**src/rtl/mchg_pkg.sv**
```systemverilog
// Constants and carrier types of the host glue
package mchg_pkg;

   // ----------------------------------------------------------------
   // Host I/O port decode
   // ----------------------------------------------------------------
   localparam int HOST_ADDR_W = 12;          // System address width
   localparam int PORT_SEL_W = 3;            // Low address bits pick one of eight ports
   localparam int PORT_COUNT = 8;            // Ports behind one base
   localparam int BASE_W = HOST_ADDR_W - PORT_SEL_W;
   localparam int IRQ_COUNT = 8;             // Selectable interrupt lines

   // ----------------------------------------------------------------
   // Controller memory space
   // ----------------------------------------------------------------
   localparam int CTL_ADDR_W = 16;           // 64K bytes of data space
   localparam int PROG_ADDR_W = 18;          // 256K bytes of program space
   localparam logic [15:0] CTL_LOOP_ADDR = 16'hD000;   // Loop current status
   localparam logic [15:0] CTL_RXSEL_ADDR = 16'hE400;  // Receive processor select
   localparam logic [15:0] CTL_MODEM_ADDR = 16'hE800;  // Modem control in/out port
   localparam logic [15:0] CTL_MBOX_ADDR = 16'hDC00;   // Eight mailbox bytes
   localparam logic [15:0] CTL_FLAG_ADDR = 16'hDC08;   // Host write flags
   localparam logic [15:0] CTL_TX_ADDR = 16'hDC10;     // Serial transmit byte
   localparam logic [7:0] MODEM_OUT_RESET = 8'h00;     // Modem control out at reset

   // ----------------------------------------------------------------
   // Serial character format
   // ----------------------------------------------------------------
   localparam logic [1:0] LEN_6 = 2'h0;      // Six data bits
   localparam logic [1:0] LEN_7 = 2'h1;      // Seven data bits
   localparam logic [3:0] BITS_6 = 4'h6;
   localparam logic [3:0] BITS_7 = 4'h7;
   localparam logic [3:0] BITS_8 = 4'h8;

   typedef enum logic [1:0] {
      PAR_NONE = 2'b00,
      PAR_EVEN = 2'b01,
      PAR_ODD = 2'b10,
      PAR_MARK = 2'b11
   } mchg_parity_t;

   typedef enum logic [2:0] {
      TX_IDLE = 3'b000,
      TX_START = 3'b001,
      TX_DATA = 3'b010,
      TX_PARITY = 3'b011,
      TX_STOP1 = 3'b100,
      TX_STOP2 = 3'b101
   } mchg_tx_state_t;

   // ----------------------------------------------------------------
   // Carriers
   // ----------------------------------------------------------------
   typedef struct packed {
      logic iorN;                            // I/O read strobe
      logic iowN;                            // I/O write strobe
      logic aenN;                            // Address enable
      logic [HOST_ADDR_W-1:0] addr;          // System address
      logic [7:0] data;                      // Host data lines in
      logic externalModeSelect;              // High selects external modem
      logic loopCurrentDetectN;              // Loop current pin
      logic hostReset;                       // Active high host reset
   } mchg_pins_t;

   typedef struct packed {
      logic req;                             // One-cycle access strobe
      logic we;                              // Write when high
      logic [CTL_ADDR_W-1:0] addr;           // Data memory address
      logic [7:0] wdata;                     // Write data
   } mchg_ctl_req_t;

   typedef struct packed {
      logic [1:0] wordLen;                   // 6, 7 or 8 data bits
      mchg_parity_t parity;                  // Parity mode
      logic twoStop;                         // Two stop bits when high
   } mchg_format_t;

   typedef struct packed {
      logic valid;                           // One-cycle received character strobe
      logic [7:0] char;                      // Received data bits, LSB first
      logic parityBit;                       // Received parity bit
   } mchg_rx_char_t;

endpackage : mchg_pkg

```
**src/rtl/mchg_host_glue.sv**
```systemverilog
// Modem controller host glue logic
`timescale 1ns/100ps

// Behaviour
// - Read strobe returns port data
// - Write strobe captures port data
// - Decode only while enable low
// - Address selects the port
// - Data lines two-way internally
// - Only selected IRQ line active
// - Selected IRQ high on request
// - High reset clears all but synchronisers
// - Bank outputs give upper bits
// - Program space 256K bytes
// - Data space 64K bytes
// - Loop level at D000H bit0
// - Receive select at E400H
// - External: data lines output port
// - External: low address input port
// - Active-low flash write enable
// - 6, 7 or 8 data bits
// - Even, odd, mark, none parity
// - One or two stop bits
// - Mode pin low internal, high external
module mchg_host_glue (
   input wire logic core_clk,
   input wire logic resetn,
   input wire mchg_pkg::mchg_pins_t hostPins,
   input wire logic [mchg_pkg::BASE_W-1:0] ioBase,
   input wire logic [2:0] irqSelect,
   input wire logic irqRequest,
   input wire mchg_pkg::mchg_ctl_req_t ctlReq,
   input wire logic ctlProgWrite,
   input wire logic portBit3,
   input wire logic portBit7,
   input wire mchg_pkg::mchg_format_t serialFormat,
   input wire logic txBaudTick,
   input wire mchg_pkg::mchg_rx_char_t rxChar,
   output logic [7:0] hostDataOut,
   output logic hostDataOeN,
   output logic [mchg_pkg::IRQ_COUNT-1:0] irqLines,
   output logic bankSelectLo,
   output logic bankSelectHi,
   output logic rxProcessorSelectN,
   output logic flashWriteEnableN,
   output logic [7:0] ctlRdata,
   output logic ctlRvalid,
   output logic txSerial,
   output logic txBusy,
   output logic rxParityError
);
   import mchg_pkg::*;

   // ----------------------------------------------------------------
   // State
   // ----------------------------------------------------------------
   typedef struct packed {
      mchg_pins_t sync1;                     // First synchroniser stage
      mchg_pins_t sync2;                     // Second synchroniser stage
      logic iowPrev;                         // Last write strobe level
      logic [PORT_COUNT-1:0][7:0] toHost;    // Bytes the host reads
      logic [PORT_COUNT-1:0][7:0] fromHost;  // Bytes the host wrote
      logic [PORT_COUNT-1:0] hostWrote;      // Sticky host write flags
      logic [7:0] modemOut;                  // Modem control output port
      logic [7:0] hostDataOut;
      logic hostDataOeN;
      logic [IRQ_COUNT-1:0] irqLines;
      logic bankSelectLo;
      logic bankSelectHi;
      logic rxProcessorSelectN;
      logic flashWriteEnableN;
      logic [7:0] ctlRdata;
      logic ctlRvalid;
      mchg_tx_state_t txState;               // Serial transmitter state
      logic [7:0] txShift;                   // Bits still to send
      logic [3:0] txCount;                   // Data bits sent
      logic txParity;                        // Parity bit to send
      logic txSerial;
      logic txBusy;                          // Frame in progress
      logic rxParityError;
   } mchg_state_t;

   mchg_state_t state;                       // Registered state
   mchg_state_t next_state;                  // Next state

   // ----------------------------------------------------------------
   // Helpers
   // ----------------------------------------------------------------
   // Number of data bits for a length code
   function automatic logic [3:0] charBits(input logic [1:0] len);
      logic [3:0] bits;
      bits = BITS_8;
      if (len == LEN_6) begin
         bits = BITS_6;
      end else if (len == LEN_7) begin
         bits = BITS_7;
      end
      return bits;
   endfunction : charBits

   // Parity bit for a character under a mode
   function automatic logic parityOf(input logic [7:0] ch, input logic [1:0] len,
                                     input mchg_parity_t mode);
      logic [7:0] mask;
      logic odd1;
      mask = 8'hFF >> (4'h8 - charBits(len));
      odd1 = ^(ch & mask);
      unique case (mode)
         PAR_EVEN: parityOf = odd1;
         PAR_ODD: parityOf = ~odd1;
         PAR_MARK: parityOf = 1'b1;
         PAR_NONE: parityOf = 1'b0;
      endcase
   endfunction : parityOf

   // ----------------------------------------------------------------
   // Decoded terms
   // ----------------------------------------------------------------
   logic extMode;                            // External modem operation
   logic hostHit;                            // Address matches our ports
   logic [PORT_SEL_W-1:0] portIdx;           // Selected port
   logic mboxHit;                            // Controller mailbox access
   logic [PORT_SEL_W-1:0] mboxIdx;           // Mailbox index
   logic [PROG_ADDR_W-1:0] progTop;          // Upper program address bits

   always_comb begin
      extMode = state.sync2.externalModeSelect;
      hostHit = !state.sync2.aenN
                && (state.sync2.addr[HOST_ADDR_W-1:PORT_SEL_W] == ioBase);
      portIdx = state.sync2.addr[PORT_SEL_W-1:0];
      mboxHit = (ctlReq.addr[CTL_ADDR_W-1:PORT_SEL_W]
                 == CTL_MBOX_ADDR[CTL_ADDR_W-1:PORT_SEL_W]);
      mboxIdx = ctlReq.addr[PORT_SEL_W-1:0];
      // Upper two bits of the 18-bit program address
      progTop = {~portBit7, ~portBit3, 16'h0000};
   end

   // ----------------------------------------------------------------
   // Next state
   // ----------------------------------------------------------------
   always_comb begin
      next_state = state;
      // Pin synchronisers
      next_state.sync1 = hostPins;
      next_state.sync2 = state.sync1;
      next_state.iowPrev = state.sync2.iowN;

      // Drive the bus on a read, or always in external mode
      next_state.hostDataOeN = 1'b1;
      next_state.hostDataOut = 8'h00;
      if (extMode) begin
         // Data lines carry modem out
         next_state.hostDataOut = state.modemOut;
         next_state.hostDataOeN = 1'b0;
      end else if (hostHit && !state.sync2.iorN) begin
         next_state.hostDataOut = state.toHost[portIdx];
         next_state.hostDataOeN = 1'b0;
      end

      // Host write captured on the strobe's falling edge
      if (!extMode && hostHit && !state.sync2.iowN && state.iowPrev) begin
         next_state.fromHost[portIdx] = state.sync2.data;
      end

      // Only the selected interrupt line may go high
      next_state.irqLines = '0;
      next_state.irqLines[irqSelect] = irqRequest;

      // Banks follow the inverted port bits
      next_state.bankSelectLo = progTop[PROG_ADDR_W-2];
      next_state.bankSelectHi = progTop[PROG_ADDR_W-1];

      // Flash programming strobe
      next_state.flashWriteEnableN = ~ctlProgWrite;

      // Controller memory accesses
      next_state.ctlRvalid = 1'b0;
      next_state.ctlRdata = 8'h00;
      next_state.rxProcessorSelectN = 1'b1;
      if (ctlReq.req) begin
         next_state.ctlRvalid = !ctlReq.we;
         if (ctlReq.addr == CTL_LOOP_ADDR) begin
            // Loop current pin level on bit 0
            next_state.ctlRdata = {7'h00, state.sync2.loopCurrentDetectN};
         end else if (ctlReq.addr == CTL_RXSEL_ADDR) begin
            next_state.rxProcessorSelectN = 1'b0;
         end else if (ctlReq.addr == CTL_MODEM_ADDR) begin
            if (ctlReq.we) begin
               next_state.modemOut = ctlReq.wdata;
            end else begin
               next_state.ctlRdata = state.sync2.addr[7:0];
            end
         end else if (ctlReq.addr == CTL_FLAG_ADDR) begin
            next_state.ctlRdata = state.hostWrote;
         end else if (ctlReq.addr == CTL_TX_ADDR) begin
            // Load only when idle
            if (ctlReq.we && state.txState == TX_IDLE) begin
               next_state.txShift = ctlReq.wdata;
               next_state.txParity = parityOf(ctlReq.wdata, serialFormat.wordLen,
                                              serialFormat.parity);
               next_state.txCount = 4'h0;
               next_state.txState = TX_START;
            end
            next_state.ctlRdata = {7'h00, state.txState != TX_IDLE};
         end else if (mboxHit) begin
            if (ctlReq.we) begin
               next_state.toHost[mboxIdx] = ctlReq.wdata;
            end else begin
               next_state.ctlRdata = state.fromHost[mboxIdx];
               next_state.hostWrote[mboxIdx] = 1'b0;
            end
         end
      end

      // A new write wins over a clear
      if (!extMode && hostHit && !state.sync2.iowN && state.iowPrev) begin
         next_state.hostWrote[portIdx] = 1'b1;
      end

      // Transmitter, one bit per tick
      if (txBaudTick) begin
         unique case (state.txState)
            TX_IDLE: begin
               next_state.txSerial = 1'b1;
            end
            TX_START: begin
               next_state.txSerial = 1'b0;
               next_state.txState = TX_DATA;
            end
            TX_DATA: begin
               next_state.txSerial = state.txShift[0];
               next_state.txShift = {1'b0, state.txShift[7:1]};
               next_state.txCount = state.txCount + 4'h1;
               if (state.txCount + 4'h1 == charBits(serialFormat.wordLen)) begin
                  next_state.txState = (serialFormat.parity == PAR_NONE)
                                       ? TX_STOP1 : TX_PARITY;
               end
            end
            TX_PARITY: begin
               next_state.txSerial = state.txParity;
               next_state.txState = TX_STOP1;
            end
            TX_STOP1: begin
               next_state.txSerial = 1'b1;
               next_state.txState = serialFormat.twoStop ? TX_STOP2 : TX_IDLE;
            end
            TX_STOP2: begin
               next_state.txSerial = 1'b1;
               next_state.txState = TX_IDLE;
            end
            default: begin
               next_state.txState = TX_IDLE;
            end
         endcase
      end

      next_state.txBusy = (next_state.txState != TX_IDLE);
      // Received parity check
      if (rxChar.valid) begin
         next_state.rxParityError = (serialFormat.parity != PAR_NONE)
            && (rxChar.parityBit != parityOf(rxChar.char, serialFormat.wordLen,
                                             serialFormat.parity));
      end

      // Host reset pin clears all else; synchronisers keep running
      if (state.sync2.hostReset) begin
         next_state = reset_state(next_state.sync1, next_state.sync2);
      end
   end

   // Reset image, synchronisers still shifting
   function automatic mchg_state_t reset_state(input mchg_pins_t s1, input mchg_pins_t s2);
      mchg_state_t r;
      r = '0;
      r.sync1 = s1;
      r.sync2 = s2;
      r.iowPrev = 1'b1;
      r.modemOut = MODEM_OUT_RESET;
      r.hostDataOeN = 1'b1;
      r.bankSelectLo = 1'b0;
      r.bankSelectHi = 1'b0;
      r.rxProcessorSelectN = 1'b1;
      r.flashWriteEnableN = 1'b1;
      r.txState = TX_IDLE;
      r.txSerial = 1'b1;
      return r;
   endfunction : reset_state

   // ----------------------------------------------------------------
   // Registers
   // ----------------------------------------------------------------
   // Async reset to constants only; pins idle as inactive
   always_ff @(posedge core_clk or negedge resetn) begin
      if (!resetn) begin
         state <= '0;
         state.sync1.iorN <= 1'b1;
         state.sync1.iowN <= 1'b1;
         state.sync1.aenN <= 1'b1;
         state.sync2.iorN <= 1'b1;
         state.sync2.iowN <= 1'b1;
         state.sync2.aenN <= 1'b1;
         state.iowPrev <= 1'b1;
         state.modemOut <= MODEM_OUT_RESET;
         state.hostDataOeN <= 1'b1;
         state.rxProcessorSelectN <= 1'b1;
         state.flashWriteEnableN <= 1'b1;
         state.txState <= TX_IDLE;
         state.txSerial <= 1'b1;
      end else begin
         state <= next_state;
      end
   end

   // ----------------------------------------------------------------
   // Outputs straight from flip-flops
   // ----------------------------------------------------------------
   assign hostDataOut = state.hostDataOut;
   assign hostDataOeN = state.hostDataOeN;
   assign irqLines = state.irqLines;
   assign bankSelectLo = state.bankSelectLo;
   assign bankSelectHi = state.bankSelectHi;
   assign rxProcessorSelectN = state.rxProcessorSelectN;
   assign flashWriteEnableN = state.flashWriteEnableN;
   assign ctlRdata = state.ctlRdata;
   assign ctlRvalid = state.ctlRvalid;
   assign txSerial = state.txSerial;
   assign txBusy = state.txBusy;
   assign rxParityError = state.rxParityError;

endmodule : mchg_host_glue

```
**config.mk**
```make
export PLATFORM = sky130hd
export DESIGN_NAME = mchg_host_glue
export DESIGN_NICKNAME = d
export VERILOG_FILES = /design/src/rtl/mchg_pkg.sv /design/src/rtl/mchg_host_glue.sv
export SDC_FILE = /design/constraint.sdc
export NUM_CORES = 1
export LEC_CHECK = 0
export ABC_AREA = 1
export BUFFER_PORTS_ARGS = -buffer_cell sky130_fd_sc_hd__buf_4
export CAP_MARGIN = 20
export CORE_ASPECT_RATIO = 1.1
export CORE_MARGIN = 1.5
export CORE_UTILIZATION = 40
export CTS_CLUSTER_SIZE = 40
export DETAILED_ROUTE_END_ITERATION = 10
export GPL_TIMING_DRIVEN = 0
export HOLD_SLACK_MARGIN = 0.1
export MAX_ROUTING_LAYER = met4
export SLEW_MARGIN = 20
export SYNTH_ARGS = -nofsm -noshare
export SYNTH_HDL_FRONTEND = slang
export SYNTH_SLANG_ARGS = --single-unit
export TNS_END_PERCENT = 10
```
**constraint.sdc**
```tcl
create_clock -name core_clk -period 2.04 [get_ports core_clk]
set_clock_uncertainty 0.15 [all_clocks]
set_input_delay 0.51 -clock core_clk [delete_from_list [all_inputs] [get_ports core_clk]]
set_output_delay 0.51 -clock core_clk [all_outputs]
set_load 0.005 [all_outputs]
```
Word-level counts from Yosys, hierarchy flattened. Cells that the tools add are included.

Word-level logic and storage cells: 215. Input bits: 86. Flip-flop bits (word level): 246. Output and inout bits: 33. RAM bits: 0. Memory bits (read-only): 0. Bits in latches: 0. Memories: 0.

Bitwise logic cells: 11. Equal/unequal tests: 23. Add/subtract/negate cells: 3. Mux-type cells: 81. Reduce and logical (&&, ||, !) cells: 38. Multiply operators: 0. Div/mod/pow operators: 0. Magnitude comparators: 6. Shift-type cells: 2.

Operator list (number): two-way mux 64 bit (9); two-way mux 194 bit (1); two-way mux 8 bit (20); two-way mux 16 bit (9); bitwise mux 64 bit (2); == test 16 bit (second input constant) (5); binary-select mux 8 bit (select 3 bit) (2); demux 8 bit (select 3 bit) (2); two-way mux 4 bit (12); AND 8 bit (4); two-way mux 25 bit (1); nonzero test 2 bit (10); two-way mux 9 bit (2); XOR reduction 8 bit (2); >> shifter 8 x 4 -> 8 bit (first input constant) (2); two-way mux 15 bit (1); case mux 3 bit (5 select lines) (1); == test 13 bit (second input constant) (1); < comparator 3 x 4 -> 1 bit (second input constant) (3); two-way mux 12 bit (1); case mux 1 bit (4 select lines) (3); logical AND 1 bit (10); != test 2 bit (second input constant) (5); demux 1 bit (select 3 bit) (3); other kinds (26) (53).

Longest topological paths before layout. Gate-level depths: netlist (run 1).

Depth after elaboration: 28. Mapped depth: 14. Depth with buffers taken out: 14.

Worst setup path before layout (run 1). No wires, ideal clock.

Path type: in2reg. Start: input ctlReq[8] in the netlist's numbering. End: register state[54] in the netlist's numbering. Arrival time: 1681 ps. Path slack: 135 ps. Buffers on the path: 2. Stages: 11. Cell sequence: buf_6 -> nor2_2 -> nand2_2 -> nor2_8 -> nand3_4 -> nand2_4 -> inv_4 -> a21oi_4 -> buf_6 -> nand2_1 -> o21ai_2.

Cells in the longest elaborated chain, start to end: 3.

RTL lines: start, declared (line mchg_host_glue.sv:32) `input wire mchg_pkg::mchg_ctl_req_t ctlReq,`; == test 16 bit, on equally long branches (line mchg_host_glue.sv:185, mchg_host_glue.sv:182, mchg_host_glue.sv:187); != test 2 bit (no line) or nonzero test 2 bit (tied branches); AND reduction 5 bit (no line) *; end signal, assigned (line mchg_host_glue.sv:310) `state <= next_state;`; end, declared (line mchg_host_glue.sv:83) `mchg_state_t state;`.

Mark *: on every way between the ends. The rest lies on a longest branch, timed or not. A chain may end at the register's enable or synchronous reset.

Final worst setup path (run 1).
Start: register state[210] in the netlist's numbering. End: register state[104] in the netlist's numbering.

Cells in the longest elaborated chain, start to end: 6.

RTL lines: == test 9 bit (line mchg_host_glue.sv:129) `&& (state.sync2.addr[HOST_ADDR_W-1:PORT_SEL_W] == ioBase);`; logical AND 1 bit (line mchg_host_glue.sv:129); logical AND 1 bit (3 in series) (line mchg_host_glue.sv:161) `if (!extMode && hostHit && !state.sync2.iowN && state.iowPrev) begin`; nonzero test 2 bit (no line).

No other way between the ends.

==> results of run 1 <==
worst max path at each step:
stage,start,to,slack (ns),cells past startpoint
2_1_floorplan,ctlReq[8],state[54],0.14,11
3_3_place_gp,resetn,state[111],-1.73,1
3_5_place_dp,state[194],hostDataOeN,-0.59,4
4_1_cts,state[194],state[103],0.02,5
5_1_grt,state[208],state[66],-0.08,10
6_report,state[210],state[104],0.05,8
sequential cells by signal, summed over array words and instances (netlist names), 3 cells and up:
| register | cells |
|---|---|
| hostDataOut | 8 |
| state | 209 |
| portIdx | 3 |
| irqLines | 8 |
| ctlRdata | 8 |
cells by family after synthesis:
family          synth area share [%]
simple gates                    27.9
xor+xnor                       0.687
buf+inv                         7.18
flops                           53.8
fa+ha+maj                      0.109
compound gates                  10.4
power by group:
part / total [W] / switching [W] / internal (W)
Clock: 0.00535 / 0.00207 / 0.00328
Sequential: 0.00512 / 0.0000838 / 0.00504
Combinational: 0.00114 / 0.000718 / 0.000422
Total: 0.0116 / 0.00287 / 0.00874
timing repair:
action	in CTS	in global routing
endpoints found under the setup margin	98	120
hold buffers	42	0
setup buffers	12	2
pin swaps	4	13
endpoints found under the hold margin	104	0
gates resized for setup	41	33
routing by layer:
layer  wire length (um)  part of all wire [%]  vias up
met3               1870                   5.4       91
met2              17500                    50      353
li1                   -                     -     4835
met5                  0                     0        -
met4               1450                   4.1        0
met1              14100                    40     4925
layout make-up:
type                       count  area share (%)
buffer                        71            3.36
clock buffer                  41            5.81
clock inverter                12            1.02
inverter                     103            2.73
multi-input combinational    932            31.6
sequential                   246            42.2
tap                          363            3.10
timing repair buffer         174            10.2
cells in the final DEF (no fill, tap or decap), types with 8 or more instances in the layout:
cell | netlist | final
sky130_fd_sc_hd__nor3_1 | 15 | 13
sky130_fd_sc_hd__clkbuf_2 | 0 | 11
sky130_fd_sc_hd__clkbuf_1 | 21 | 11
sky130_fd_sc_hd__dfrtp_1 | 235 | 233
sky130_fd_sc_hd__buf_2 | 10 | 11
sky130_fd_sc_hd__o22ai_1 | 9 | 9
sky130_fd_sc_hd__buf_4 | 30 | 157
sky130_fd_sc_hd__clkbuf_16 | 0 | 29
sky130_fd_sc_hd__a21oi_1 | 64 | 63
sky130_fd_sc_hd__nor2_1 | 118 | 111
sky130_fd_sc_hd__o21ai_0 | 83 | 82
sky130_fd_sc_hd__clkbuf_8 | 0 | 8
sky130_fd_sc_hd__nand4_1 | 15 | 15
sky130_fd_sc_hd__nand2_1 | 335 | 335
sky130_fd_sc_hd__dfstp_2 | 11 | 11
sky130_fd_sc_hd__o21ai_1 | 41 | 39
sky130_fd_sc_hd__nor2_2 | 8 | 11
sky130_fd_sc_hd__nand2_4 | 8 | 10
sky130_fd_sc_hd__dlygate4sd3_1 | 0 | 42
sky130_fd_sc_hd__nand3_1 | 170 | 166
sky130_fd_sc_hd__inv_1 | 90 | 89
sky130_fd_sc_hd__inv_2 | 9 | 8
sky130_fd_sc_hd__nand3_2 | 5 | 8
tightest hold or removal path, stage by stage:
cell and delay, ns:
sky130_fd_sc_hd__buf_4 0.09, sky130_fd_sc_hd__nand2_1 0.05, sky130_fd_sc_hd__nand3_1 0.05, sky130_fd_sc_hd__nand2_1 0.05
sky130_fd_sc_hd__inv_1 0.04
per-stage QoR:
step	hold slack (ns)	instances	TNS [ns]
finish	0.112	1942	0
global route	0.124	1942	-3.13
CTS	0.103	1940	0
detailed placement	0.185	1834	-57.54
global placement	0.182	1832	-465.04
floorplan	0.0644	1353	0
==> impl_metrics.prom, run 1 <==
# TYPE chip_impl_metric gauge
chip_impl_metric{name="globalRouteMet1Util",unit="%"} 31.2
chip_impl_metric{name="gpl.final_weighted_congestion",unit=""} 0.884
chip_impl_metric{name="total_power",unit="W"} 0.0116
chip_impl_metric{name="n_antenna_cell",unit=""} 0
chip_impl_metric{name="drt-vias-per-instance",unit=""} 5.25
chip_impl_info{name="critical_path.endpoint_type",value="register"} 1
chip_impl_metric{name="clk-insertion-delay-late",unit="ns"} 0.56
chip_impl_metric{name="worstPathMaxFanout",unit=""} 10
chip_impl_metric{name="first_global_vias",unit=""} 10059
chip_impl_info{name="slowest_stage",value="sky130_fd_sc_hd__dfrtp_1"} 1
chip_impl_info{name="cts_tree",value="done"} 1
chip_impl_metric{name="wl_per_cell",unit="um"} 18.0
chip_impl_metric{name="layout-drive-gt1-share",unit="%"} 21.5
chip_impl_metric{name="gr-usage-met3",unit="%"} 3.11
chip_impl_metric{name="synthToLayoutAreaGrowth",unit="%"} 27.7
chip_impl_metric{name="yosysUniqueCellTypes",unit=""} 46
chip_impl_metric{name="drt_wl_total",unit="um"} 35000
chip_impl_info{name="clock-root-buffer",value="sky130_fd_sc_hd__clkbuf_16"} 1
chip_impl_metric{name="dp_worst_setup_slack",unit="ns"} -0.592
chip_impl_info{name="synth.top_cells.by_area",value="sky130_fd_sc_hd__dfrtp_1 (51%), sky130_fd_sc_hd__nand2_1 (11%), sky130_fd_sc_hd__nand3_1 (7.4%)"} 1
chip_impl_metric{name="postSynthNetCount",unit=""} 1440
chip_impl_metric{name="reg2reg_slack",unit="ns"} 0.05
chip_impl_metric{name="post-route-min-period",unit="ns"} 1.99
chip_impl_info{name="setup_crit_path_kind",value="register to register"} 1
chip_impl_metric{name="die-area",unit="sq mm"} 0.0297
chip_impl_metric{name="synth_top_area_share",unit="%"} 51.3
chip_impl_metric{name="worst_tran_pin_value",unit="ns"} 0.848
chip_impl_metric{name="yosys_warnings",unit=""} 0
chip_impl_metric{name="global_route_met2_utilization",unit="%"} 40.4
chip_impl_metric{name="async_sr_flop_fraction",unit="%"} 100
chip_impl_info{name="hold-path-endpoint",value="state[3]"} 1
chip_impl_metric{name="timing.final.ws_setup",unit="ns"} 0.0492
chip_impl_metric{name="grt_use_total",unit="%"} 24.8
chip_impl_metric{name="remaining_drc_errors",unit=""} 0
chip_impl_info{name="most_common_cell_in_the_synthesized_netlist",value="sky130_fd_sc_hd__nand2_1"} 1
chip_impl_info{name="hold_path.class",value="primary input to register"} 1
chip_impl_metric{name="clock_path_buffers",unit=""} 3
chip_impl_metric{name="grt_antenna_before_repair",unit=""} 0
chip_impl_metric{name="grt_remaining_overflow",unit=""} 0
chip_impl_metric{name="power.density",unit="mW/mm^2"} 793
chip_impl_metric{name="f_max",unit="GHz"} 0.502
chip_impl_metric{name="min_delay_path_depth",unit=""} 5
chip_impl_metric{name="maxSlewHeadroom",unit="%"} 43.3
chip_impl_metric{name="setup_viol",unit=""} 0
chip_impl_metric{name="core",unit="sq mm"} 0.0280
chip_impl_info{name="path_cells",value="xnor2_1, nand4_1, nor2_4, nand2_4, nor2_8, buf_4, nand3_1, nand2_1"} 1
chip_impl_metric{name="worst_path_largest_cell_delay",unit="ns"} 0.40
chip_impl_info{name="crit-reg2reg-launch",value="state[210]"} 1
chip_impl_info{name="rsz_0062_raised_after_global_routing",value="true"} 1
chip_impl_metric{name="fillerInstances",unit=""} 2675
chip_impl_metric{name="synth_sequential_area_ratio",unit="%"} 53.8
chip_impl_metric{name="multi_input_comb_area",unit="sq mm"} 0.00463
chip_impl_metric{name="post_synth_instance_area",unit="sq mm"} 0.0115
chip_impl_metric{name="arrival",unit="ns"} 2.33
chip_impl_metric{name="drtPass1Iterations",unit=""} 6
chip_impl_metric{name="placed_cell_area",unit="sq mm"} 0.0129
chip_impl_metric{name="clkTransAtPathRegs",unit="ns"} 0.06
chip_impl_info{name="status",value="complete, no violations"} 1
chip_impl_metric{name="drv_slew",unit=""} 0
chip_impl_info{name="crit-reg2reg-capture",value="state[104]"} 1
chip_impl_metric{name="postSynthCellCount",unit=""} 1353
chip_impl_metric{name="post_synth.cell_area_avg",unit="sq um"} 8.48
chip_impl_metric{name="finalNetCount",unit=""} 1644
chip_impl_metric{name="cts-buffers-inserted",unit=""} 29
chip_impl_metric{name="buffer_ports.inserted",unit=""} 116
chip_impl_info{name="setup.worst_path.start_class",value="register"} 1
chip_impl_metric{name="finalCoreUtilization",unit="%"} 52.2
chip_impl_metric{name="maximum_number_of_pins_on_one_net_before_global_route_repair",unit=""} 99
chip_impl_metric{name="cp.required",unit="ns"} 2.38
chip_impl_metric{name="power.leakage",unit="nW"} 7.23
chip_impl_info{name="post-synth-top-area-cell",value="sky130_fd_sc_hd__dfrtp_1"} 1
chip_impl_info{name="family_of_cells_with_the_greatest_summed_delay_on_the_critical_path",value="simple AND/OR/NAND/NOR gates"} 1
chip_impl_metric{name="dr_vias",unit=""} 10204
chip_impl_info{name="ys_dominant_reg_cell",value="sky130_fd_sc_hd__dfrtp_1"} 1
chip_impl_metric{name="drtIter0Drc",unit=""} 830
chip_impl_metric{name="cts_sinks",unit=""} 246
chip_impl_metric{name="fin_area",unit="sq mm"} 0.0146
chip_impl_info{name="grt_busiest_layer",value="met2"} 1
chip_impl_metric{name="hpwlAfterDp",unit="um"} 24200
chip_impl_metric{name="ir_worst_vdd",unit="V"} 0.000656
chip_impl_metric{name="die_height",unit="um"} 181
chip_impl_metric{name="fin_crit_sh",unit="%"} 97.6
chip_impl_metric{name="grt_first_pass_wirelength",unit="um"} 55400
chip_impl_metric{name="cp.buffers_inverters",unit=""} 1
chip_impl_metric{name="ff2ff_path_depth",unit=""} 8
chip_impl_metric{name="ios",unit=""} 119
chip_impl_info{name="hold_path_startpoint",value="serialFormat[1]"} 1
chip_impl_metric{name="yosys_register_bits",unit=""} 246
chip_impl_metric{name="die_w",unit="um"} 164
chip_impl_metric{name="maxCapViolations",unit=""} 0
chip_impl_metric{name="start_util",unit="%"} 40.9
chip_impl_metric{name="seqCellArea",unit="sq mm"} 0.00617
chip_impl_metric{name="synth_enable_flop_cells",unit=""} 0
chip_impl_metric{name="count_of_standard_cell_rows",unit=""} 64
chip_impl_metric{name="antenna_violating_nets_post_route",unit=""} 0
chip_impl_metric{name="hold_viol_final",unit=""} 0
chip_impl_info{name="synth_commonest_cells",value="sky130_fd_sc_hd__nand2_1 (335), sky130_fd_sc_hd__dfrtp_1 (235), sky130_fd_sc_hd__nand3_1 (170)"} 1
chip_impl_metric{name="deepest_level_of_the_cts_h_tree",unit=""} 1
(Power assumes the default switching activity.)
==> inputs of run 2 (changes only) <==
PLACE_DENSITY = 0.66   (was not set)
==> run 2 against run 1 <==
Compared with the run above:
- the run now ends with setup timing left
- critical path depth rose by 3
- total power fell by 3.7%
- die area did not move
- combinational power barely moved
- final area rose by 0.77%
- clock-buffer cell count fell by 4
- global-route usage fell by 1.1 points
- largest power group is now sequential cells
==> impl_metrics.prom, run 2 (same netlist as run 1, synthesis figures left out) <==
# TYPE chip_impl_metric gauge
chip_impl_info{name="setup_crit_path_kind",value="register to register"} 1
chip_impl_metric{name="layout-drive-gt1-share",unit="%"} 23.3
chip_impl_metric{name="remaining_drc_errors",unit=""} 0
chip_impl_metric{name="dp_worst_setup_slack",unit="ns"} -0.484
chip_impl_metric{name="fin_crit_sh",unit="%"} 100
chip_impl_metric{name="power.leakage",unit="nW"} 7.23
chip_impl_metric{name="drv_slew",unit=""} 0
chip_impl_metric{name="die_w",unit="um"} 164
chip_impl_metric{name="buffer_ports.inserted",unit=""} 116
chip_impl_info{name="path_cells",value="nand2_1, o21ai_1, a21oi_1, nand3_2, nor2_4, nand2_4, nor2_8, buf_12, nand2_4, nand3_1, nand2_1"} 1
chip_impl_metric{name="dr_vias",unit=""} 10287
chip_impl_metric{name="die_height",unit="um"} 181
chip_impl_info{name="setup.worst_path.start_class",value="register"} 1
chip_impl_metric{name="min_delay_path_depth",unit=""} 3
chip_impl_metric{name="ir_worst_vdd",unit="V"} 0.000664
chip_impl_metric{name="grt_antenna_before_repair",unit=""} 0
chip_impl_metric{name="placed_cell_area",unit="sq mm"} 0.0129
chip_impl_metric{name="first_global_vias",unit=""} 9995
chip_impl_metric{name="maximum_number_of_pins_on_one_net_before_global_route_repair",unit=""} 98
chip_impl_metric{name="synthToLayoutAreaGrowth",unit="%"} 28.7
chip_impl_metric{name="clkTransAtPathRegs",unit="ns"} 0.06
chip_impl_info{name="family_of_cells_with_the_greatest_summed_delay_on_the_critical_path",value="simple AND/OR/NAND/NOR gates"} 1
chip_impl_metric{name="start_util",unit="%"} 40.9
chip_impl_metric{name="grt_remaining_overflow",unit=""} 0
chip_impl_metric{name="hold_viol_final",unit=""} 0
chip_impl_metric{name="ff2ff_path_depth",unit=""} 11
chip_impl_metric{name="hpwlAfterDp",unit="um"} 23700
chip_impl_metric{name="gpl.final_weighted_congestion",unit=""} 0.906
chip_impl_metric{name="worst_path_largest_cell_delay",unit="ns"} 0.39
chip_impl_metric{name="maxCapViolations",unit=""} 0
chip_impl_metric{name="drtIter0Drc",unit=""} 916
chip_impl_metric{name="cp.required",unit="ns"} 2.31
chip_impl_info{name="rsz_0062_raised_after_global_routing",value="true"} 1
chip_impl_metric{name="deepest_level_of_the_cts_h_tree",unit=""} 1
chip_impl_info{name="cts_tree",value="done"} 1
chip_impl_metric{name="count_of_standard_cell_rows",unit=""} 64
chip_impl_metric{name="die-area",unit="sq mm"} 0.0297
chip_impl_info{name="slowest_stage",value="sky130_fd_sc_hd__dfrtp_1"} 1
chip_impl_metric{name="maxSlewHeadroom",unit="%"} 27.5
chip_impl_metric{name="timing.final.ws_setup",unit="ns"} -0.00609
chip_impl_metric{name="n_antenna_cell",unit=""} 0
chip_impl_metric{name="antenna_violating_nets_post_route",unit=""} 0
chip_impl_metric{name="drt-met1-wl",unit="um"} 13500
chip_impl_metric{name="fin_area",unit="sq mm"} 0.0148
chip_impl_metric{name="power.density",unit="mW/mm^2"} 758
chip_impl_metric{name="clock_path_buffers",unit=""} 3
chip_impl_info{name="hold_path.class",value="primary input to register"} 1
chip_impl_info{name="register_with_the_most_flip_flops",value="state"} 1
chip_impl_metric{name="drt-vias-per-instance",unit=""} 5.30
chip_impl_metric{name="setup_viol",unit=""} 2
chip_impl_metric{name="core",unit="sq mm"} 0.0280
chip_impl_metric{name="reg2reg_slack",unit="ns"} -0.006
chip_impl_metric{name="met3_length",unit="um"} 2060
chip_impl_metric{name="cts-buffers-inserted",unit=""} 28
chip_impl_metric{name="worstPathMaxFanout",unit=""} 9
chip_impl_metric{name="cts_sinks",unit=""} 246
chip_impl_info{name="maxUsedRoutingLayer",value="met4"} 1
chip_impl_info{name="final_common_cell",value="sky130_fd_sc_hd__nand2_1"} 1
chip_impl_metric{name="arrival",unit="ns"} 2.31
chip_impl_metric{name="path_depth",unit=""} 11
chip_impl_metric{name="finalNetCount",unit=""} 1643
chip_impl_metric{name="ios",unit=""} 119
chip_impl_metric{name="clk-insertion-delay-late",unit="ns"} 0.53
chip_impl_metric{name="routed_met2_length",unit="um"} 17700
chip_impl_metric{name="cp.buffers_inverters",unit=""} 1
chip_impl_info{name="violations",value="setup timing"} 1
chip_impl_metric{name="drtPass1Iterations",unit=""} 5
chip_impl_info{name="status",value="finished, violations left"} 1
chip_impl_metric{name="worst_tran_pin_value",unit="ns"} 1.08
chip_impl_metric{name="fin_tns_setup",unit="ns"} -0.0110
chip_impl_metric{name="grt_use_total",unit="%"} 23.7
chip_impl_metric{name="largest_register_ffs",unit=""} 209
chip_impl_info{name="critical_path.endpoint_type",value="register"} 1
chip_impl_info{name="clock-root-buffer",value="sky130_fd_sc_hd__clkbuf_16"} 1
chip_impl_metric{name="grt_first_pass_wirelength",unit="um"} 53400
chip_impl_metric{name="wl_per_cell",unit="um"} 17.9
chip_impl_metric{name="drt_wl_total",unit="um"} 34700
chip_impl_metric{name="post-route-min-period",unit="ns"} 2.05
chip_impl_metric{name="f_max",unit="GHz"} 0.489
chip_impl_info{name="mostFrequentLayoutCells",value="sky130_fd_sc_hd__nand2_1 (332), sky130_fd_sc_hd__dfrtp_1 (233), sky130_fd_sc_hd__buf_4 (151)"} 1
run 2: path summary, 6_finish.rpt:
| kind | from | to |
|---|---|---|
| setup / recovery | state[212] | state[99] |
| hold / removal | ctlReq[0] | state[8] |
| setup reg to reg | state[212] | state[99] |
| hold reg to reg | state[242] | state[216] |
| max in group asynchronous | resetn | state[107] |
| min in group asynchronous | resetn | irqLines[3] |
run 2: worst min-delay path, stage by stage:
cell                       delay, ns
sky130_fd_sc_hd__buf_4          0.12
sky130_fd_sc_hd__o211ai_2       0.08
sky130_fd_sc_hd__nand2_1        0.06
run 2: repair_timing:
action | in CTS | in global routing
hold buffers | 36 | 0
endpoints found under the hold margin | 101 | 0
pin swaps | 1 | 31
gates cloned | 0 | 5
gates resized for setup | 35 | 83
setup endpoints to repair | 101 | 147
buffers inserted | 1 | 15
run 2: layout make-up:
| class | instances | area [sq um] |
|---|---|---|
| Sequential cell | 246 | 6170 |
| Clock inverter | 14 | 135 |
| Inverter | 103 | 403 |
| Tap cell | 363 | 454 |
| Fill cell | 2609 | 13300 |
| Clock buffer | 37 | 776 |
| Buffer | 70 | 498 |
| Timing Repair Buffer | 174 | 1560 |
| Multi-Input combinational cell | 933 | 4760 |
run 2: report_power, final:
part | switching [W] | leakage (nW) | internal, W | total, W
registers | 0.0000796 | 3.26 | 0.00504 | 0.00512
logic | 0.000722 | 3.52 | 0.000411 | 0.00113
clock network | 0.00200 | 0.449 | 0.00293 | 0.00494
total | 0.00281 | 7.23 | 0.00838 | 0.0112
run 2: through the flow:
stage / total power, W / hold slack [ns] / util [%] / instances
5_1_grt: 0.0116 / 0.113 / 52.6 / 1940
2_1_floorplan: 0.00571 / 0.0644 / - / 1353
3_3_place_gp: 0.00619 / 0.182 / 45.6 / 1832
4_1_cts: 0.0113 / 0.101 / 50.8 / 1921
6_report: 0.0112 / 0.120 / 52.6 / 1940
3_5_place_dp: 0.00623 / 0.185 / 45.9 / 1834
run 2: metal layers:
metal / vias to the layer above / global-route usage [%]
li1: 4855 / -
met1: 4983 / 28.8
met2: 358 / 39.5
met3: 91 / 3.11
met4: 0 / 10.3
met5: - / -
==> inputs of run 3 (changes only) <==
SKIP_CTS_REPAIR_TIMING = 1   (was not set)
==> run 3 against run 2 <==
Compared with the run above:
- the run still ends with setup timing left
- clock power about the same
- register-to-register slack worse by 0.02 ns
- maximum frequency down 1.0%
- final area down 2.1%
- die area unchanged
- flip-flop and latch count unchanged
- setup slack worse by 0.021 ns
- global-route usage down 0.47 points
- combinational power about the same
- sequential share of layout area up 0.93 points
==> impl_metrics.prom, run 3 (same netlist as run 1, synthesis figures left out) <==
# TYPE chip_impl_metric gauge
chip_impl_info{name="status",value="finished, violations left"} 1
chip_impl_info{name="violations",value="setup timing"} 1
chip_impl_metric{name="hpwlAfterDp",unit="um"} 23700
chip_impl_metric{name="clk-insertion-delay-late",unit="ns"} 0.54
chip_impl_metric{name="gpl.final_weighted_congestion",unit=""} 0.906
chip_impl_metric{name="worst_tran_pin_value",unit="ns"} 1.03
chip_impl_metric{name="worstPathMaxFanout",unit=""} 9
chip_impl_metric{name="hold_viol_final",unit=""} 0
chip_impl_metric{name="arrival",unit="ns"} 2.34
chip_impl_metric{name="grt_antenna_before_repair",unit=""} 0
chip_impl_metric{name="grt_remaining_overflow",unit=""} 0
chip_impl_info{name="cts_tree",value="done"} 1
chip_impl_metric{name="sequential_share_of_power",unit="%"} 45.8
chip_impl_info{name="final_common_cell",value="sky130_fd_sc_hd__nand2_1"} 1
chip_impl_metric{name="share_comb_of_total_power",unit="%"} 10.0
chip_impl_metric{name="power.density",unit="mW/mm^2"} 775
chip_impl_metric{name="layout-drive-gt1-share",unit="%"} 21.2
chip_impl_metric{name="antenna_violating_nets_post_route",unit=""} 0
chip_impl_info{name="hold_path.class",value="primary input to register"} 1
chip_impl_metric{name="remaining_drc_errors",unit=""} 0
chip_impl_metric{name="clock_path_buffers",unit=""} 3
chip_impl_metric{name="n_antenna_cell",unit=""} 0
chip_impl_info{name="register_with_the_most_flip_flops",value="state"} 1
chip_impl_metric{name="start_util",unit="%"} 40.9
chip_impl_metric{name="drv_slew",unit=""} 0
chip_impl_metric{name="finalCoreUtilization",unit="%"} 51.5
chip_impl_info{name="mostFrequentLayoutCells",value="sky130_fd_sc_hd__nand2_1 (335), sky130_fd_sc_hd__dfrtp_1 (232), sky130_fd_sc_hd__nand3_1 (167)"} 1
chip_impl_metric{name="maximum_number_of_pins_on_one_net_before_global_route_repair",unit=""} 98
chip_impl_metric{name="ir_worst_vdd",unit="V"} 0.000674
chip_impl_metric{name="core",unit="sq mm"} 0.0280
chip_impl_metric{name="f_max",unit="GHz"} 0.484
chip_impl_metric{name="die_w",unit="um"} 164
chip_impl_info{name="rsz_0062_raised_after_global_routing",value="true"} 1
chip_impl_metric{name="clock_power_share",unit="%"} 44.2
chip_impl_metric{name="grt_first_pass_wirelength",unit="um"} 52300
chip_impl_metric{name="timing.final.ws_setup",unit="ns"} -0.0268
chip_impl_metric{name="maxCapViolations",unit=""} 0
chip_impl_metric{name="fin_crit_sh",unit="%"} 101
chip_impl_metric{name="reg2reg_slack",unit="ns"} -0.03
chip_impl_metric{name="post-place-cells",unit=""} 1834
chip_impl_metric{name="fin_tns_setup",unit="ns"} -0.191
chip_impl_metric{name="synthToLayoutAreaGrowth",unit="%"} 25.9
chip_impl_metric{name="switching_share",unit="%"} 25.1
chip_impl_metric{name="dr_vias",unit=""} 10133
chip_impl_metric{name="cts_sinks",unit=""} 246
chip_impl_metric{name="largest_register_ffs",unit=""} 209
chip_impl_metric{name="deepest_level_of_the_cts_h_tree",unit=""} 1
chip_impl_metric{name="grt_use_total",unit="%"} 23.3
chip_impl_metric{name="p_sw",unit="W"} 0.00281
chip_impl_metric{name="wl_per_cell",unit="um"} 17.6
chip_impl_metric{name="die-area",unit="sq mm"} 0.0297
chip_impl_metric{name="ios",unit=""} 119
chip_impl_metric{name="post-route-min-period",unit="ns"} 2.07
chip_impl_metric{name="maxSlewHeadroom",unit="%"} 31.3
chip_impl_metric{name="buffer_ports.inserted",unit=""} 116
chip_impl_metric{name="clkTransAtPathRegs",unit="ns"} 0.06
chip_impl_info{name="setup.worst_path.start_class",value="register"} 1
chip_impl_metric{name="finalNetCount",unit=""} 1634
chip_impl_metric{name="drt_wl_total",unit="um"} 34000
chip_impl_info{name="setup_crit_path_kind",value="register to register"} 1
chip_impl_metric{name="drt-vias-per-instance",unit=""} 5.25
chip_impl_metric{name="holdWs",unit="ns"} 0.103
chip_impl_metric{name="setup_viol",unit=""} 16
chip_impl_metric{name="final_cells",unit=""} 1931
chip_impl_info{name="clock-root-buffer",value="sky130_fd_sc_hd__clkbuf_16"} 1
chip_impl_info{name="critical_path.endpoint_type",value="register"} 1
chip_impl_metric{name="drtPass1Iterations",unit=""} 5
chip_impl_metric{name="first_global_vias",unit=""} 9774
chip_impl_metric{name="internal-power",unit="W"} 0.00838
chip_impl_metric{name="cts-buffers-inserted",unit=""} 28
chip_impl_metric{name="cp.required",unit="ns"} 2.31
chip_impl_metric{name="die_height",unit="um"} 181
chip_impl_metric{name="count_of_standard_cell_rows",unit=""} 64
chip_impl_metric{name="drtIter0Drc",unit=""} 950
chip_impl_metric{name="power.leakage",unit="nW"} 7.16
[run 3: cell types whose count changed in the layout (fill, tap and decap cells not counted), sizes merged]
cell,previous run,this run
buf,186,177
clkbuf,59,63
dlygate4sd3,36,32
clkinv,10,12
clkinvlp,5,3
nand2,353,352
nor2,130,131
[run 3: layout make-up]
| class | instances | area, sq um |
|---|---|---|
| inverter | 103 | 398 |
| sequential | 246 | 6170 |
| buffer | 70 | 490 |
| clock inverter | 14 | 135 |
| fill | 2653 | 13600 |
| tap | 363 | 454 |
| multi-input combinational | 933 | 4620 |
| clock buffer | 37 | 776 |
| timing repair buffer | 165 | 1390 |
[run 3: final timing paths]
kind,from,endpoint,cells after the start
min in group asynchronous,resetn,irqLines[3],2
setup reg to reg,state[212],state[99],11
max in group asynchronous,resetn,extMode,3
hold / removal,irqSelect[1],irqLines[7],3
hold reg to reg,state[237],state[211],0
setup / recovery,state[212],state[99],11
[run 3: per-stage QoR]
| step | area [sq um] | power [W] | setup slack [ns] |
|---|---|---|---|
| finish | 14400 | 0.0112 | -0.0268 |
| global route | 14400 | 0.0116 | -0.153 |
| CTS | 13800 | 0.0112 | -0.491 |
| detailed placement | 12900 | 0.00623 | -0.484 |
| global placement | 12800 | 0.00619 | -1.67 |
| floorplan | 11500 | 0.00571 | 0.135 |
[run 3: critical path: stages, from the launching register on]
cell and delay [ns]:
sky130_fd_sc_hd__dfrtp_1 0.39, sky130_fd_sc_hd__nand2_1 0.07, sky130_fd_sc_hd__o21ai_1 0.06, sky130_fd_sc_hd__a21oi_1 0.16, sky130_fd_sc_hd__nand3_2 0.16, sky130_fd_sc_hd__nor2_4 0.19, sky130_fd_sc_hd__nand2_4 0.12, sky130_fd_sc_hd__nor2_8 0.26
sky130_fd_sc_hd__buf_6 0.16, sky130_fd_sc_hd__nand2_8 0.08, sky130_fd_sc_hd__nand3_1 0.07, sky130_fd_sc_hd__nand2_1 0.07
[run 3: routing by layer]
layer / track usage [%] / vias up / wire length [um]
li1: - / 4821 / -
met1: 28.6 / 4898 / 13400
met2: 38.1 / 328 / 17300
met3: 3.13 / 86 / 1890
met4: 10.5 / 0 / 1350
met5: - / - / 0
[run 3: power groups by stage]
stage               clock (W)  sequential, W  combinational [W]
floorplan                   0        0.00518           0.000533
global route          0.00522        0.00513            0.00124
global placement            0        0.00519            0.00100
CTS                   0.00504        0.00511            0.00103
finish                0.00495        0.00512            0.00112
detailed placement          0        0.00520            0.00103
